$ cat src/ipds_defs.vh
`ifndef IPDS_DEFS_VH
`define IPDS_DEFS_VH

// register indices (printed offsets are not multiples of four)
`define IPDS_IDX_PINS12 8'h39
`define IPDS_IDX_PIN3 8'h3A
`define IPDS_IDX_RSVD 8'h3B
`define IPDS_IDX_PLAY 8'h3C
`define IPDS_IDX_REC 8'h3D

// byte addresses are four times the index
`define IPDS_ADDR_PINS12 12'h0E4
`define IPDS_ADDR_PIN3 12'h0E8
`define IPDS_ADDR_RSVD 12'h0EC
`define IPDS_ADDR_PLAY 12'h0F0
`define IPDS_ADDR_REC 12'h0F4

// field positions
`define IPDS_P1_MODE_HI 6
`define IPDS_P1_MODE_LO 5
`define IPDS_P1_LVL 4
`define IPDS_P2_MODE_HI 2
`define IPDS_P2_MODE_LO 1
`define IPDS_P2_LVL 0
`define IPDS_P3_MODE_HI 6
`define IPDS_P3_MODE_LO 5
`define IPDS_P3_LVL 4

// pin modes
`define IPDS_MODE_OFF 2'h0
`define IPDS_MODE_ALT 2'h1
`define IPDS_MODE_GPI 2'h2
`define IPDS_MODE_HPSP 2'h3

// reset values
`define IPDS_RST_MODE 2'h0
`define IPDS_RST_RSVD_BYTE 8'h00
`define IPDS_RST_PLAY 5'h01
`define IPDS_RST_REC 5'h04
`define IPDS_SEL_ENGINE 5'h00
`define IPDS_PLAY_MAX 5'h19

`endif

$ cat src/ipds_regs.v
`timescale 1ns/1ns
`include "ipds_defs.vh"

// Notes on behaviour
// - pin one mode 00 powers buffer down
// - pin one mode 01 enables alternate clock/data use
// - pin one mode 10 is general input; 11 reserved
// - pin two mode 00 powers buffer down
// - pin two mode 01 enables alternate use
// - pin two mode 10 is general input
// - pin two mode 11 is headphone/speaker select
// - pin three mode 00 powers buffer down
// - pin three mode 01 enables alternate use
// - pin three mode 10 general input; 11 reserved
// - playback code zero selects programmable engine
// - playback codes 1-25 select preset; reset one
// - record code zero selects programmable engine
// - record codes 4-6,10-12,16-18 select preset; reset 4
module ipds_regs (
   // apb slave
   input wire pclk,
   input wire presetn,
   input wire psel,
   input wire penable,
   input wire pwrite,
   input wire [11:0] paddr,
   input wire [31:0] pwdata,
   output wire pready,
   output wire pslverr,
   output reg [31:0] prdata,
   // auxiliary pin levels
   input wire aux_input_pin_one,
   input wire aux_input_pin_two,
   input wire aux_input_pin_three,
   // buffer enables
   output wire pin_one_buf_en,
   output wire pin_two_buf_en,
   output wire pin_three_buf_en,
   // alternate-role and general input outputs
   output wire pin_one_alt_en,
   output wire pin_two_alt_en,
   output wire pin_three_alt_en,
   output wire general_purpose_input_one,
   output wire general_purpose_input_two,
   output wire general_purpose_input_three,
   output wire headphone_speaker_select,
   output wire headphone_speaker_valid,
   // processing selection
   output reg [4:0] playback_preset_block,
   output wire playback_engine_sel,
   output reg [4:0] record_preset_block,
   output wire record_engine_sel
);

////////////////////////////////////////////////////////////////////////
reg [1:0] p1_mode_r;
reg [1:0] p2_mode_r;
reg [1:0] p3_mode_r;
reg p1_rsvd_r;
reg p2_rsvd_r;
reg p3_rsvd_r;
reg [3:0] p3_low_r;
reg [7:0] rsvd_byte_r;
reg [2:0] play_hi_r;
reg [2:0] rec_hi_r;
reg [4:0] play_sel_r;
reg [4:0] rec_sel_r;
wire wr_en;
wire hit;
wire lvl1;
wire lvl2;
wire lvl3;
reg [4:0] play_preset_nxt;
reg [4:0] rec_preset_nxt;

// single-cycle access phase; no wait states
assign pready = 1'b1;
assign hit = (paddr == `IPDS_ADDR_PINS12) || (paddr == `IPDS_ADDR_PIN3) || (paddr == `IPDS_ADDR_RSVD) ||
   (paddr == `IPDS_ADDR_PLAY) || (paddr == `IPDS_ADDR_REC);
assign pslverr = psel & penable & ~hit;
assign wr_en = psel & penable & pwrite;

////////////////////////////////////////////////////////////////////////
// reserved bits are stored as written; software is expected to keep them zero
always @(posedge pclk or negedge presetn) begin
   if (!presetn) begin
      p1_mode_r <= `IPDS_RST_MODE;
      p2_mode_r <= `IPDS_RST_MODE;
      p3_mode_r <= `IPDS_RST_MODE;
      p1_rsvd_r <= 1'b0;
      p2_rsvd_r <= 1'b0;
      p3_rsvd_r <= 1'b0;
      p3_low_r <= 4'h0;
      rsvd_byte_r <= `IPDS_RST_RSVD_BYTE;
      play_hi_r <= 3'h0;
      rec_hi_r <= 3'h0;
      play_sel_r <= `IPDS_RST_PLAY;
      rec_sel_r <= `IPDS_RST_REC;
   end else if (wr_en) begin
      case (paddr)
         `IPDS_ADDR_PINS12: begin
            p1_rsvd_r <= pwdata[7];
            p1_mode_r <= pwdata[`IPDS_P1_MODE_HI:`IPDS_P1_MODE_LO];
            p2_rsvd_r <= pwdata[3];
            p2_mode_r <= pwdata[`IPDS_P2_MODE_HI:`IPDS_P2_MODE_LO];
         end
         `IPDS_ADDR_PIN3: begin
            p3_rsvd_r <= pwdata[7];
            p3_mode_r <= pwdata[`IPDS_P3_MODE_HI:`IPDS_P3_MODE_LO];
            p3_low_r <= pwdata[3:0];
         end
         `IPDS_ADDR_RSVD: begin
            rsvd_byte_r <= pwdata[7:0];
         end
         `IPDS_ADDR_PLAY: begin
            play_hi_r <= pwdata[7:5];
            play_sel_r <= pwdata[4:0];
         end
         `IPDS_ADDR_REC: begin
            rec_hi_r <= pwdata[7:5];
            rec_sel_r <= pwdata[4:0];
         end
         default: begin
            p1_mode_r <= p1_mode_r;
         end
      endcase
   end
end

////////////////////////////////////////////////////////////////////////
// reserved code 11 on pins one and three leaves the pin with no role
ipds_pin_mode #(
   .HAS_HPSP(0)
) pin_one_i (
   .mode(p1_mode_r),
   .pin(aux_input_pin_one),
   .buf_en(pin_one_buf_en),
   .alt_en(pin_one_alt_en),
   .general_purpose_input(general_purpose_input_one),
   .hp_valid(),
   .hp_sel(),
   .lvl(lvl1)
);

ipds_pin_mode #(
   .HAS_HPSP(1)
) pin_two_i (
   .mode(p2_mode_r),
   .pin(aux_input_pin_two),
   .buf_en(pin_two_buf_en),
   .alt_en(pin_two_alt_en),
   .general_purpose_input(general_purpose_input_two),
   .hp_valid(headphone_speaker_valid),
   .hp_sel(headphone_speaker_select),
   .lvl(lvl2)
);

ipds_pin_mode #(
   .HAS_HPSP(0)
) pin_three_i (
   .mode(p3_mode_r),
   .pin(aux_input_pin_three),
   .buf_en(pin_three_buf_en),
   .alt_en(pin_three_alt_en),
   .general_purpose_input(general_purpose_input_three),
   .hp_valid(),
   .hp_sel(),
   .lvl(lvl3)
);

////////////////////////////////////////////////////////////////////////
assign playback_engine_sel = (play_sel_r == `IPDS_SEL_ENGINE);
assign record_engine_sel = (rec_sel_r == `IPDS_SEL_ENGINE);

// reserved codes map to zero so no undefined block is ever handed on
always @* begin
   play_preset_nxt = 5'h00;
   rec_preset_nxt = 5'h00;
   if (play_sel_r <= `IPDS_PLAY_MAX) begin
      play_preset_nxt = play_sel_r;
   end
   case (rec_sel_r)
      5'h04,
      5'h05,
      5'h06,
      5'h0A,
      5'h0B,
      5'h0C,
      5'h10,
      5'h11,
      5'h12: begin
         rec_preset_nxt = rec_sel_r;
      end
      default: begin
         rec_preset_nxt = 5'h00;
      end
   endcase
end

// preset number registered one cycle behind the select code; zero from the cycle after the engine is selected
always @(posedge pclk or negedge presetn) begin
   if (!presetn) begin
      playback_preset_block <= `IPDS_RST_PLAY;
      record_preset_block <= `IPDS_RST_REC;
   end else begin
      playback_preset_block <= play_preset_nxt;
      record_preset_block <= rec_preset_nxt;
   end
end

////////////////////////////////////////////////////////////////////////
// read data registered in the setup cycle, valid in the access phase
always @(posedge pclk or negedge presetn) begin
   if (!presetn) begin
      prdata <= 32'h00000000;
   end else if (psel && !penable && !pwrite) begin
      case (paddr)
         `IPDS_ADDR_PINS12: begin
            prdata <= {24'h000000, p1_rsvd_r, p1_mode_r, lvl1, p2_rsvd_r, p2_mode_r, lvl2};
         end
         `IPDS_ADDR_PIN3: begin
            prdata <= {24'h000000, p3_rsvd_r, p3_mode_r, lvl3, p3_low_r};
         end
         `IPDS_ADDR_RSVD: begin
            prdata <= {24'h000000, rsvd_byte_r};
         end
         `IPDS_ADDR_PLAY: begin
            prdata <= {24'h000000, play_hi_r, play_sel_r};
         end
         `IPDS_ADDR_REC: begin
            prdata <= {24'h000000, rec_hi_r, rec_sel_r};
         end
         default: begin
            prdata <= 32'h00000000;
         end
      endcase
   end
end

endmodule // ipds_regs

////////////////////////////////////////////////////////////////////////
// one auxiliary input pin: buffer power, role decode and gated level
module ipds_pin_mode #(
   parameter HAS_HPSP = 0
) (
   // mode field
   input wire [1:0] mode,
   // pad level
   input wire pin,
   // decoded roles
   output wire buf_en,
   output wire alt_en,
   output wire general_purpose_input,
   output wire hp_valid,
   output wire hp_sel,
   output wire lvl
);

// a powered-down buffer reads as zero rather than floating
assign buf_en = (mode != `IPDS_MODE_OFF);
assign lvl = pin & buf_en;
assign alt_en = (mode == `IPDS_MODE_ALT);
assign general_purpose_input = (mode == `IPDS_MODE_GPI) & lvl;
// code 11 is a role only on the pin that has one; elsewhere the buffer stays powered but no role output is raised
assign hp_valid = (HAS_HPSP != 0) && (mode == `IPDS_MODE_HPSP);
assign hp_sel = hp_valid & lvl;

endmodule // ipds_pin_mode
$ cat config.mk
export PLATFORM = sky130hd
export DESIGN_NAME = ipds_regs
export DESIGN_NICKNAME = d
export VERILOG_FILES = /design/src/ipds_regs.v
export VERILOG_INCLUDE_DIRS = /design/src /design/src/src
export SDC_FILE = /design/constraint.sdc
export NUM_CORES = 1
export LEC_CHECK = 0
export BUFFER_PORTS_ARGS = -buffer_cell sky130_fd_sc_hd__buf_4
export CORE_MARGIN = 1.5
export CORE_UTILIZATION = 40
export CTS_CLUSTER_SIZE = 8
export DETAILED_ROUTE_END_ITERATION = 10
export GPL_TIMING_DRIVEN = 0
export PLACE_DENSITY = 0.71
export SETUP_SLACK_MARGIN = 0.5
export SLEW_MARGIN = 0
export SYNTH_ARGS = -nofsm -noshare
export SYNTH_HDL_FRONTEND = slang
export SYNTH_HIERARCHICAL = 1
export SYNTH_SLANG_ARGS = --single-unit
export TNS_END_PERCENT = 50
$ cat constraint.sdc
create_clock -name pclk -period 3.4 [get_ports pclk]
set_clock_uncertainty 0.2 [all_clocks]
set_input_delay 0.68 -clock pclk [delete_from_list [all_inputs] [get_ports pclk]]
set_output_delay 0.68 -clock pclk [all_outputs]
set_load 0.02 [all_outputs]
**Word level (Yosys, flattened, before mapping)**

Index checks and enable logic that the tools add are counted.

- Memories: 0
- Bits in latches: 0
- Register bits: 79
- Memory bits (writable): 0
- Word-level logic and storage cells: 70
- Memory bits (read-only): 0

- Divide/modulo/power cells: 0
- Bitwise operators: 11
- Muxes and demuxes: 3
- Equal/unequal tests: 21
- Multiply operators: 0
- $lt $le $gt $ge: 1
- Add/sub/neg operators: 0
- Reductions and logical operators: 19
- Shift-type cells: 0

Operators with widths:

| kind | number |
|---|---|
| $eq A12 B8 Y1 const B | 5 |
| $pmux W8 S5 | 1 |
| $eq A5 B3 Y1 const B | 3 |
| $eq A5 B4 Y1 const B | 3 |
| $eq A5 B5 Y1 const B | 3 |
| $and A1 B1 Y1 | 10 |
| $logic_not A5 Y1 | 2 |
| $mux W5 | 2 |
| $reduce_and A2 Y1 | 5 |
| $reduce_or A9 Y1 | 1 |
| $eq A2 B2 Y1 const B | 4 |
| $eq A2 B1 Y1 const B | 3 |
| $reduce_bool A2 Y1 | 3 |
| $le A5 B5 Y1 const B | 1 |
| $logic_or A1 B1 Y1 | 4 |
| $logic_and A1 B1 Y1 | 2 |
| $logic_not A1 Y1 | 2 |
| $not A1 Y1 | 1 |

**Logic depth before layout (Yosys ltp)**

Gate-level depths: netlist of the first run.

- Depth after elaboration: 7
- Depth in mapped cells: 6

**Hierarchy**

Netlist of the first run, hierarchy kept.

Modules (own cells, without submodules):

| module | area an instance (µm²) | cells an instance | times used |
|---|---|---|---|
| ipds_regs | 2716.4 | 225 | 1 |
| ipds_pin_mode at pin_one_i ... | 51.3 | 7 | 2 |
| ipds_pin_mode at pin_two_i | 42.5 | 6 | 1 |

**Least setup slack after synthesis of the first run**

No wires, ideal clock.

- Kind: input to output
- Start: in paddr[1]
- End: out pslverr
- Data arrival time: 1743 ps
- Path slack: 777 ps
- Stages on the path: 3
- Path through: or3b_2 -> nor3_1 -> a21oi_1

- Word-level cells in the longest chain between the ends: 7
- Elaborated cells between the ends (all ways): 11
- Those cells by class: eq/ne: 5; bitwise: 2; reduce/logical: 4

Ends and longest elaborated chain:

| item | RTL line | source |
|---|---|---|
| start: declaration | ipds_regs.v:26 | `input wire [11:0] paddr,` |
| $eq A12 B8 Y1 | - |  |
| $logic_or A1 B1 Y1 (3 in a row) | ipds_regs.v:78 | `` assign hit = (paddr == `IPDS_ADDR_PINS12) \|\| (paddr == `IPDS_ADDR_PIN3) \|\| (paddr == `IPDS_ADDR_RSVD) \|\| `` |
| $logic_or A1 B1 Y1 (*) | ipds_regs.v:78 |  |
| $not A1 Y1 (*) | ipds_regs.v:80 | `assign pslverr = psel & penable & ~hit;` |
| $and A1 B1 Y1 (*) | ipds_regs.v:80 |  |
| end: declaration | ipds_regs.v:29 | `output wire pslverr,` |

Mark *: on every way between the ends. The rest lies on a longest branch, timed or not.

**Worst setup path after layout of the first run**

Same ends and word-level chain as after synthesis.

==> Implementation_results.wiki, run 1 <==
{| class="wikitable"
! Metric !! Value
|-
| Fin util || 52.6%
|-
| R2R depth || 4
|-
| Worst Tran Pin Value || 0.670 ns
|-
| Type of element capturing the critical path || output pin
|-
| CP Buf/Inv Count || 2
|-
| Number of buffers on the longest clock path || 2
|-
| Combined global-route utilization of all metal layers || 16.2%
|-
| Number of top-level design ports || 109
|-
| Post-DR vias/cell || 4.76
|-
| Count of buffers inserted at the top-level ports || 59
|-
| Worst-path maximum fanout || 4
|-
| R2R Path Start || rec_sel_r[2]$_DFFE_PN1P_
|-
| Fmax achieved || 359 MHz
|-
| Delay-heaviest family, CP || simple AND/OR/NAND/NOR gates
|-
| Clock Sink Count || 55
|-
| CTS tree || yes
|-
| Worst slew margin || 55.3%
|-
| Worst IR Drop VDD || 0.135 mV
|-
| Clock latency of the later-clocked register in the worst-skew pair || 0.30 ns
|-
| Critical path's slowest cell || sky130_fd_sc_hd__or3b_2
|-
| Setup violations, final || 0
|-
| Non-filler instance count after layout || 424
|-
| Detailed placer's ending HPWL || 4430 um
|-
| Die outline width || 87.0 um
|-
| Via count of the first global-routing pass || 1901
|-
| Classification of the worst-slack hold path || input port to async pin
|-
| Peak per-stage delay on the critical path || 0.54 ns
|-
| Share of final-layout standard cells stronger than drive strength 1 || 48.5%
|-
| Endpoint arrival time on the critical path || 1.90 ns
|-
| Required time at the worst-slack endpoint || 2.52 ns
|-
| Floorplan die height || 87.0 um
|-
| Synth warn || 6
|-
| Number of instances in the placed design || 417
|-
| Relative area change from synthesis to final layout || 26.5%
|-
| Hold Vio Cnt, Final || 0
|-
| Detailed Routing Iterations Pass 1 || 4
|-
| Overflow left after global routing || 0
|-
| Largest net degree at the start of global routing || 56
|-
| Clock transition at the registers of the reported paths || 0.09 ns
|-
| CTS Buf Count || 5
|-
| Wirelength per Cell || 13.7 um
|-
| Final antenna diode count || 0
|-
| Detailed-route wire length || 5800 um
|-
| Post-layout nets || 380
|-
| Global-route wire length before repair || 9440 um
|-
| Number of design-rule violations left by the first detailed-router iteration || 137
|-
| Top cell by count, worst path || sky130_fd_sc_hd__buf_4
|-
| Share of the cycle needed by the critical path after routing || 81.9%
|-
| Initial antenna violation count || 0
|-
| Setup repair after global routing missed its margin || no
|-
| Number of routed nets with antenna violations || 0
|-
| Total die area || 7570 um2
|-
| Setup TNS || 0 ns
|-
| Number of remaining DRC errors || 0
|-
| Buffer type at the clock tree root || sky130_fd_sc_hd__clkbuf_8
|-
| Standard-cell rows || 30
|-
| Max-cap violations || 0
|-
| Total leakage power || 0.00185 uW
|-
| H-tree level count || 2
|-
| Placer's final routability congestion estimate || 0.887
|-
| Critical path, cell by cell || buf_4, or3b_2, nor3_2, a21oi_1, buf_4
|-
| Launching element type of the critical path || input port
|-
| P per Cell Area || 328 nW/um2
|-
| Crit path depth || 5
|-
| Reg-to-Reg End || record_preset_block[0]$_DFF_PN0_
|-
| Flop2flop setup slack || 1.73 ns
|-
| Cell count after synthesis || 239
|-
| Period minus WS final || 2.78 ns
|-
| Post-synthesis instance area || 2820 um2
|-
| Starting Density || 41.6%
|-
| Area of the core || 6790 um2
|-
| Outcome || finished, final reports clean
|-
| Post-synthesis area per instance || 11.8 um2
|-
| Max-slew violation count || 0
|-
| Count of vias placed by the detailed router || 2018
|-
| Path type of the worst setup path || input port to output pin
|-
| CTS Hold Buffers Added || 0
|}
==> routing by layer <==
layer	global-route usage [%]	routed length, um
met5	0	0
met4	5.57	85
met3	2.09	283
met2	26.6	2830
met1	22.3	2610
==> flip-flops by register name (all words and copies together), names as in the netlist, 2 cells and up <==
signal	count
p1_mode_r	2
p2_mode_r	2
p3_low_r	4
p3_mode_r	2
play_hi_r	3
play_sel_r	5
playback_preset_block	5
prdata	8
rec_hi_r	3
rec_sel_r	5
record_preset_block	5
rsvd_byte_r	8
==> worst max path at each step <==
| stage | slack [ns] | startpoint | endpoint |
|---|---|---|---|
| 2_1_floorplan | 0.78 | paddr[1] | pslverr |
| 3_3_place_gp | 0.33 | paddr[2] | pslverr |
| 3_5_place_dp | 0.34 | paddr[2] | pslverr |
| 4_1_cts | 0.51 | paddr[1] | pslverr |
| 5_1_grt | 0.55 | paddr[1] | pslverr |
| 6_report | 0.62 | paddr[1] | pslverr |
==> metrics by stage <==
step                      power [uW]  hold slack, ns  worst slack (ns)  cell area [um2]
final                           1170           0.201             0.617             3570
after global routing            1220           0.260             0.551             3570
after CTS                       1180           0.232             0.507             3570
after detailed placement         815           0.258             0.343             3470
after global placement           813           0.251             0.327             3470
after floorplan                  755           0.184             0.777             2910
==> power breakdown <==
part	switching, uW	total, uW	internal (uW)
Clock	204	369	164
Combinational	82.4	141	59.1
Sequential	2.56	661	658
==> worst reg2reg max path, delay by kind of cell, from the launching register on <==
kind | cells | cell delay (ns)
AND/OR/NAND/NOR | 2 | 0.28
AO/OA/AOI/OAI | 2 | 0.46
flip-flops | 1 | 0.61
==> repair_timing <==
item                       CTS  global route
resized for setup            1             3
setup endpoints to repair    1             1
buffers inserted             0             0
gates cloned                 0             0
hold endpoints to repair     0             0
==> final cells by class <==
class / instances / area (um2)
inverters: 1 / 3.75
plain buffers: 31 / 214
flip-flops and latches: 55 / 1380
fillers: 592 / 3220
repair buffers: 59 / 443
clock inverters: 1 / 8.76
clock buffers: 6 / 82.6
well taps: 96 / 120
multi-input cells: 175 / 1320
==> placed cells by master (no fill, tap or decap), types with 3 or more instances in the layout <==
cell type / instances
sky130_fd_sc_hd__dfstp_2: 4
sky130_fd_sc_hd__a21oi_1: 12
sky130_fd_sc_hd__nand3_1: 5
sky130_fd_sc_hd__clkbuf_1: 3
sky130_fd_sc_hd__clkbuf_8: 6
sky130_fd_sc_hd__conb_1: 25
sky130_fd_sc_hd__o21a_1: 3
sky130_fd_sc_hd__mux2i_1: 5
sky130_fd_sc_hd__nor2b_1: 10
sky130_fd_sc_hd__and3_1: 3
sky130_fd_sc_hd__nor2_1: 4
sky130_fd_sc_hd__dfrtp_1: 51
sky130_fd_sc_hd__mux2_2: 46
sky130_fd_sc_hd__nand2_1: 12
sky130_fd_sc_hd__or2_1: 3
sky130_fd_sc_hd__a221oi_1: 3
sky130_fd_sc_hd__buf_4: 84
sky130_fd_sc_hd__o21ai_0: 6
Note: power is estimated with default switching activity, not from simulation.
==> run 2: changes to the inputs <==
Settings changed: ABC_AREA set to 1, PLACE_DENSITY 0.71 to 0.73.
Clock period 3.4 ns to 2.35 ns, I/O delays scaled along.
==> Implementation_results.wiki, run 2 <==
{| class="wikitable"
! Metric !! Value
|-
| Starting Density || 41.6% (about the same)
|-
| Fin util || 56.0% (was 52.6%)
|-
| Share of the cycle needed by the critical path after routing || 89.0%
|-
| Max-slew violation count || 0 (unchanged)
|-
| Detailed Routing Iterations Pass 1 || 4 (unchanged)
|-
| Placer's final routability congestion estimate || 0.887 (unchanged)
|-
| Setup repair after global routing missed its margin || yes (was no)
|-
| Final antenna diode count || 0 (unchanged)
|-
| Number of design-rule violations left by the first detailed-router iteration || 242 (was 137)
|-
| Path type of the worst setup path || input port to output pin (unchanged)
|-
| CTS Buf Count || 5 (unchanged)
|-
| Number of remaining DRC errors || 0 (unchanged)
|-
| Layout filler cell count || 679 (was 592)
|-
| Largest net degree at the start of global routing || 56 (unchanged)
|-
| Max-cap violations || 0 (unchanged)
|-
| Setup violations, final || 0 (unchanged)
|-
| Proportion of power drawn by flip-flops and latches || 53.9% (was 56.4%)
|-
| Top cell by count, worst path || sky130_fd_sc_hd__buf_6 (was sky130_fd_sc_hd__buf_4)
|-
| Overflow left after global routing || 0 (unchanged)
|-
| Launching element type of the critical path || input port (unchanged)
|-
| Number of top-level design ports || 109 (unchanged)
|-
| Synth warn || 6 (unchanged)
|-
| Critical path's slowest cell || sky130_fd_sc_hd__nor3b_4 (was sky130_fd_sc_hd__or3b_2)
|-
| Combined global-route utilization of all metal layers || 19.3% (was 16.2%)
|-
| Initial antenna violation count || 0 (unchanged)
|-
| Net switching power || 477 uW (was 289 uW)
|-
| Share of final-layout standard cells stronger than drive strength 1 || 37.9% (was 48.5%)
|-
| R2R Path Start || rec_sel_r[2]$_DFFE_PN1P_ (unchanged)
|-
| Outcome || finished with violations (was finished, final reports clean)
|-
| Post-DR vias/cell || 4.56 (was 4.76)
|-
| Fmax achieved || 478 MHz
|-
| Flop2flop setup slack || 0.94 ns (was 1.73 ns)
|-
| Buffer type at the clock tree root || sky130_fd_sc_hd__clkbuf_8 (unchanged)
|-
| CP Buf/Inv Count || 4 (was 2)
|-
| Delay-heaviest family, CP || simple AND/OR/NAND/NOR gates (unchanged)
|-
| Hold Vio Cnt, Final || 2 (was 0)
|-
| Area of the core || 7290 um2 (was 6790 um2)
|-
| Via count of the first global-routing pass || 2555 (was 1901)
|-
| CTS tree || yes (unchanged)
|-
| Wirelength per Cell || 12.5 um (was 13.7 um)
|-
| Non-filler instance count after layout || 587 (was 424)
|-
| Worst slack after detailed placement || 0.0283 ns (was 0.343 ns)
|-
| Clock transition at the registers of the reported paths || 0.09 ns (about the same)
|-
| Peak per-stage delay on the critical path || 0.15 ns (was 0.54 ns)
|-
| Detailed-route wire length || 7350 um (was 5800 um)
|-
| Relative contribution of combinational cells to total power || 17.0% (was 12.1%)
|-
| Switching share of power || 26.3% (was 24.7%)
|-
| Count of buffers inserted at the top-level ports || 59 (unchanged)
|-
| Period minus WS final || 2.09 ns
|-
| Floorplan die height || 90.1 um (was 87.0 um)
|-
| Count of vias placed by the detailed router || 2679 (was 2018)
|-
| P per Cell Area || 445 nW/um2 (was 328 nW/um2)
|-
| Registers with the most flip-flops || prdata x8, rsvd_byte_r x8 (unchanged)
|-
| Relative area change from synthesis to final layout || 34.6% (was 26.5%)
|-
| Classification of the worst-slack hold path || input port to async pin (unchanged)
|-
| Clock latency of the later-clocked register in the worst-skew pair || 0.30 ns (about the same)
|-
| Cell count after synthesis || 377 (was 239)
|-
| Global-route wire length before repair || 12500 um (was 9440 um)
|-
| Number of routed nets with antenna violations || 0 (unchanged)
|-
| Setup TNS || 0 ns (unchanged)
|-
| Clock Sink Count || 55 (unchanged)
|-
| Number of instances in the placed design || 558 (was 417)
|-
| Post-layout nets || 539 (was 380)
|-
| Worst slack on hold paths || -0.00174 ns (was 0.201 ns)
|-
| Minimum setup slack in the final design || 0.258 ns (was 0.617 ns)
|-
| Worst Tran Pin Value || 0.678 ns (was 0.670 ns)
|-
| Standard-cell rows || 31 (was 30)
|-
| Leading cell types in the layout, fill and taps excluded || sky130_fd_sc_hd__buf_4 (99), sky130_fd_sc_hd__nand2_1 (69), sky130_fd_sc_hd__dfrtp_1 (50) (was sky130_fd_sc_hd__buf_4 (84), sky130_fd_sc_hd__dfrtp_1 (51), sky130_fd_sc_hd__mux2_2 (46))
|-
| Critical path, cell by cell || buf_6, nor2_4, nand2_4, nor2_4, buf_6, buf_8, a21oi_2, nor3b_4, buf_6 (was buf_4, or3b_2, nor3_2, a21oi_1, buf_4)
|-
| Endpoint arrival time on the critical path || 1.42 ns (was 1.90 ns)
|-
| Violated checks || negative hold slack
|-
| Die outline width || 90.1 um (was 87.0 um)
|-
| Power Internal || 1340 uW (was 882 uW)
|-
| Leading cell type in the layout, fill and taps excluded || sky130_fd_sc_hd__buf_4 (unchanged)
|-
| Number of buffers on the longest clock path || 2 (unchanged)
|-
| Total die area || 8110 um2 (was 7570 um2)
|-
| Worst IR Drop VDD || 0.188 mV (was 0.135 mV)
|-
| Post-layout instance area || 4080 um2 (was 3570 um2)
|-
| Worst slew margin || 54.8% (was 55.3%)
|-
| R2R depth || 4 (unchanged)
|-
| Required time at the worst-slack endpoint || 1.68 ns (was 2.52 ns)
|-
| Reg-to-Reg End || record_preset_block[0]$_DFF_PN0_ (unchanged)
|-
| DP Area || 3760 um2 (was 3470 um2)
|-
| Clock network fraction of design power || 29.1% (was 31.5%)
|-
| H-tree level count || 2 (unchanged)
|-
| CTS Hold Buffers Added || 0 (unchanged)
|-
| Total leakage power || 0.00220 uW (was 0.00185 uW)
|-
| Post-synthesis area per instance || 8.04 um2 (was 11.8 um2)
|-
| Detailed placer's ending HPWL || 5150 um (was 4430 um)
|-
| Post-synthesis instance area || 3030 um2 (was 2820 um2)
|-
| Type of element capturing the critical path || output pin (unchanged)
|-
| Worst-path maximum fanout || 4 (unchanged)
|}
-- run 2: worst max-delay path by stage --
stage / cells after the start / startpoint / endpoint / slack [ns]
floorplan: 7 / paddr[5] / pslverr / 0.41
global placement: 9 / paddr[5] / pslverr / 0.04
detailed placement: 9 / paddr[5] / pslverr / 0.03
CTS: 9 / paddr[0] / pslverr / 0.28
global route: 9 / paddr[0] / pslverr / 0.22
finish: 9 / paddr[0] / pslverr / 0.26
-- run 2: area by class of cell --
type                    instances  area (um2)  area share (%)
well taps                      99         124            3.03
clock inverters                 1        5.00           0.123
inverters                      52         203            4.97
multi-input cells             257        1370            33.5
clock buffers                   7        86.3            2.12
repair buffers                 80         623            15.3
flip-flops and latches         55        1380            33.9
plain buffers                  36         290            7.11
-- run 2: repair_timing --
| action | CTS | global route |
|---|---|---|
| resized for setup | 19 | 0 |
| endpoints found under the setup margin | 6 | 6 |
| pin swaps | 11 | 1 |
| buffers inserted | 20 | 1 |
-- run 2: power groups by stage --
stage | Combinational [uW] | Clock [uW] | Sequential [uW]
floorplan | 152 | 0 | 1020
global placement | 293 | 0 | 997
detailed placement | 295 | 0 | 998
CTS | 309 | 544 | 979
global route | 338 | 583 | 982
finish | 308 | 529 | 978
-- run 2: worst reg2reg max path, stage by stage, from the launching register on --
cell,delay [ns]
sky130_fd_sc_hd__dfstp_2,0.61
sky130_fd_sc_hd__inv_1,0.08
sky130_fd_sc_hd__o211ai_1,0.10
sky130_fd_sc_hd__nand4_1,0.20
sky130_fd_sc_hd__nor2_1,0.14
-- run 2: per-layer routing --
metal / vias up / global-route usage, % / wire length (um)
met5: - / 0 / 0
met4: 0 / 6.08 / 131
met3: 9 / 3.98 / 584
met2: 112 / 31.0 / 3490
met1: 1199 / 26.1 / 3150
li1: 1359 / - / -
-- run 2: through the flow --
step                total power, uW  hold slack [ns]
floorplan                      1180          -0.0256
global placement               1290            0.265
detailed placement             1290            0.275
CTS                            1830           0.0232
global route                   1900           0.0504
finish                         1820         -0.00174
==> run 3: changes to the inputs <==
Settings changed: PLACE_DENSITY 0.73 to 0.7.
Clock period 2.35 ns to 2.1 ns, I/O delays scaled along.
==> Implementation_results.wiki, run 3 (same netlist as run 2, synthesis figures left out) <==
{| class="wikitable"
! Metric !! Value
|-
| Type of element capturing the critical path || output pin (unchanged)
|-
| Hold Path End || play_sel_r[4]$_DFFE_PN0P_
|-
| Setup violations, final || 0 (unchanged)
|-
| Proportion of power drawn by flip-flops and latches || 50.2% (was 53.9%)
|-
| Via count of the first global-routing pass || 2715 (was 2555)
|-
| Detailed Routing Iterations Pass 1 || 5 (was 4)
|-
| Number of top-level design ports || 109 (unchanged)
|-
| Worst setup path startpoint || paddr[0] (unchanged)
|-
| Registers with the most flip-flops || prdata x8, rsvd_byte_r x8 (unchanged)
|-
| Number of buffers on the longest clock path || 2 (unchanged)
|-
| Classification of the worst-slack hold path || input port to register (was input port to async pin)
|-
| Buffer type at the clock tree root || sky130_fd_sc_hd__clkbuf_8 (unchanged)
|-
| Period minus WS final || 1.97 ns
|-
| Flop2flop setup slack || 0.69 ns (was 0.94 ns)
|-
| Largest net degree at the start of global routing || 56 (unchanged)
|-
| Path type of the worst setup path || input port to output pin (unchanged)
|-
| Clock transition at the registers of the reported paths || 0.09 ns (about the same)
|-
| CTS tree || yes (unchanged)
|-
| Hold Vio Cnt, Final || 0 (was 2)
|-
| R2R Path Start || play_sel_r[4]$_DFFE_PN0P_ (was rec_sel_r[2]$_DFFE_PN1P_)
|-
| Count of vias placed by the detailed router || 2882 (was 2679)
|-
| Post-layout nets || 560 (was 539)
|-
| Worst-path maximum fanout || 3 (was 4)
|-
| Net switching power || 554 uW (was 477 uW)
|-
| Overflow left after global routing || 0 (unchanged)
|-
| Setup TNS || 0 ns (unchanged)
|-
| Outcome || finished, final reports clean (was finished with violations)
|-
| Worst IR Drop VDD || 0.255 mV (was 0.188 mV)
|-
| Share of final-layout standard cells stronger than drive strength 1 || 43.8% (was 37.9%)
|-
| Leading cell types in the layout, fill and taps excluded || sky130_fd_sc_hd__buf_4 (103), sky130_fd_sc_hd__nand2_1 (59), sky130_fd_sc_hd__dfrtp_1 (49) (was sky130_fd_sc_hd__buf_4 (99), sky130_fd_sc_hd__nand2_1 (69), sky130_fd_sc_hd__dfrtp_1 (50))
|-
| Area of the core || 7290 um2 (unchanged)
|-
| Count of buffers inserted at the top-level ports || 59 (unchanged)
|-
| Starting Density || 41.6% (unchanged)
|-
| Leading cell type in the layout, fill and taps excluded || sky130_fd_sc_hd__buf_4 (unchanged)
|-
| Setup repair after global routing missed its margin || yes (unchanged)
|-
| Standard-cell rows || 31 (unchanged)
|-
| Clock latency of the later-clocked register in the worst-skew pair || 0.31 ns (was 0.30 ns)
|-
| Max-slew violation count || 0 (unchanged)
|-
| Clock Sink Count || 55 (unchanged)
|-
| Placer's final routability congestion estimate || 0.854 (was 0.887)
|-
| Detailed-route wire length || 8400 um (was 7350 um)
|-
| Initial antenna violation count || 0 (unchanged)
|-
| Global-route wire length before repair || 12900 um (was 12500 um)
|-
| Endpoint arrival time on the critical path || 1.35 ns (was 1.42 ns)
|-
| Required time at the worst-slack endpoint || 1.48 ns (was 1.68 ns)
|-
| Number of routed nets with antenna violations || 0 (unchanged)
|-
| Relative area change from synthesis to final layout || 47.9% (was 34.6%)
|-
| Die outline width || 90.1 um (unchanged)
|-
| Total leakage power || 0.00238 uW (was 0.00220 uW)
|-
| Wirelength per Cell || 13.8 um (was 12.5 um)
|-
| Detailed placer's ending HPWL || 5370 um (was 5150 um)
|-
| CTS Buf Count || 5 (unchanged)
|-
| R2R depth || 3 (was 4)
|-
| Clock network fraction of design power || 33.3% (was 29.1%)
|-
| Number of remaining DRC errors || 0 (unchanged)
|-
| DP Area || 3790 um2 (was 3760 um2)
|-
| Worst slew margin || 52.8% (was 54.8%)
|-
| Fmax achieved || 506 MHz
|-
| Worst Tran Pin Value || 0.707 ns (was 0.678 ns)
|-
| Launching element type of the critical path || input port (unchanged)
|-
| Final antenna diode count || 0 (unchanged)
|-
| Combined global-route utilization of all metal layers || 19.9% (was 19.3%)
|-
| Max-cap violations || 0 (unchanged)
|-
| Total die area || 8110 um2 (unchanged)
|-
| Number of design-rule violations left by the first detailed-router iteration || 337 (was 242)
|-
| Reg-to-Reg End || playback_preset_block[1]$_DFF_PN0_ (was record_preset_block[0]$_DFF_PN0_)
|-
| Post-DR vias/cell || 4.74 (was 4.56)
|-
| P per Cell Area || 487 nW/um2 (was 445 nW/um2)
|-
| Relative contribution of combinational cells to total power || 16.5% (was 17.0%)
|-
| Share of the cycle needed by the critical path after routing || 94.0%
|-
| Post-layout instance area || 4480 um2 (was 4080 um2)
|-
| Hold path cells || 3
|-
| Floorplan die height || 90.1 um (unchanged)
|-
| H-tree level count || 2 (unchanged)
|-
| Power Internal || 1630 uW (was 1340 uW)
|-
| Switching share of power || 25.4% (was 26.3%)
|-
| Critical hold path startpoint || pwdata[4]
|}
[run 3: cell count changes in the layout (fill, tap and decap cells not counted), sizes merged]
cell / delta
dlygate4sd3: +1
buf: +18
bufinv: +1
clkbuf: +1
[run 3: worst max-delay path by stage]
stage | end | slack [ns]
2_1_floorplan | pslverr | 0.26
5_1_grt | pslverr | 0.09
3_3_place_gp | pslverr | -0.13
6_report | pslverr | 0.13
4_1_cts | pslverr | 0.15
3_5_place_dp | pslverr | -0.15
[run 3: stage by stage]
stage                     setup slack [ns]  total power (uW)  util [%]  hold WS [ns]  cells
after floorplan                      0.256              1320         -       -0.0756    400
after global placement              -0.133              1450      52.0         0.266    558
after detailed placement            -0.152              1450      52.0         0.271    558
after CTS                            0.148              2180      57.5         0.236    595
after global routing                0.0873              2250      61.5         0.253    608
final                                0.125              2180      61.5         0.236    608
[run 3: timing repair]
action,4_1_cts,5_1_grt
setup endpoints to repair,35,58
resized for setup,20,43
buffers inserted,28,11
endpoints found under the hold margin,51,0
pin swaps,21,7
hold buffers,1,0
cloned,0,2
[run 3: final cells by class]
cell class / count / area [um2]
Clock buffer: 6 / 82.6
Fill cell: 631 / 2810
Clock inverter: 2 / 35.0
Buffer: 36 / 317
Sequential cell: 55 / 1380
Tap cell: 99 / 124
Timing Repair Buffer: 101 / 878
Multi-Input combinational cell: 257 / 1460
Inverter: 52 / 203
[run 3: worst max-delay path, cell delays in order]
cell                      delay (ns)
sky130_fd_sc_hd__buf_6          0.10
sky130_fd_sc_hd__nor2_4         0.13
sky130_fd_sc_hd__nand2_4        0.07
sky130_fd_sc_hd__nor2_4         0.10
sky130_fd_sc_hd__buf_6          0.12
sky130_fd_sc_hd__buf_8          0.10
sky130_fd_sc_hd__a21oi_2        0.05
sky130_fd_sc_hd__nor3b_4        0.15
sky130_fd_sc_hd__buf_6          0.12
[run 3: layer usage]
metal	vias up	track usage (%)	routed length (um)	part of all wire [%]
li1	1395	-	-	-
met1	1332	26.6	3610	43
met2	138	33.4	4030	48
met3	17	2.79	544	6.5
met4	0	6.48	221	2.6
met5	-	0	0	0
[run 3: power groups by stage]
stage	sequential (uW)	combinational (uW)	clock, uW
floorplan	1150	172	0
CTS	1100	349	734
finish	1100	361	726
global placement	1120	330	0
detailed placement	1120	330	0
global route	1100	391	764
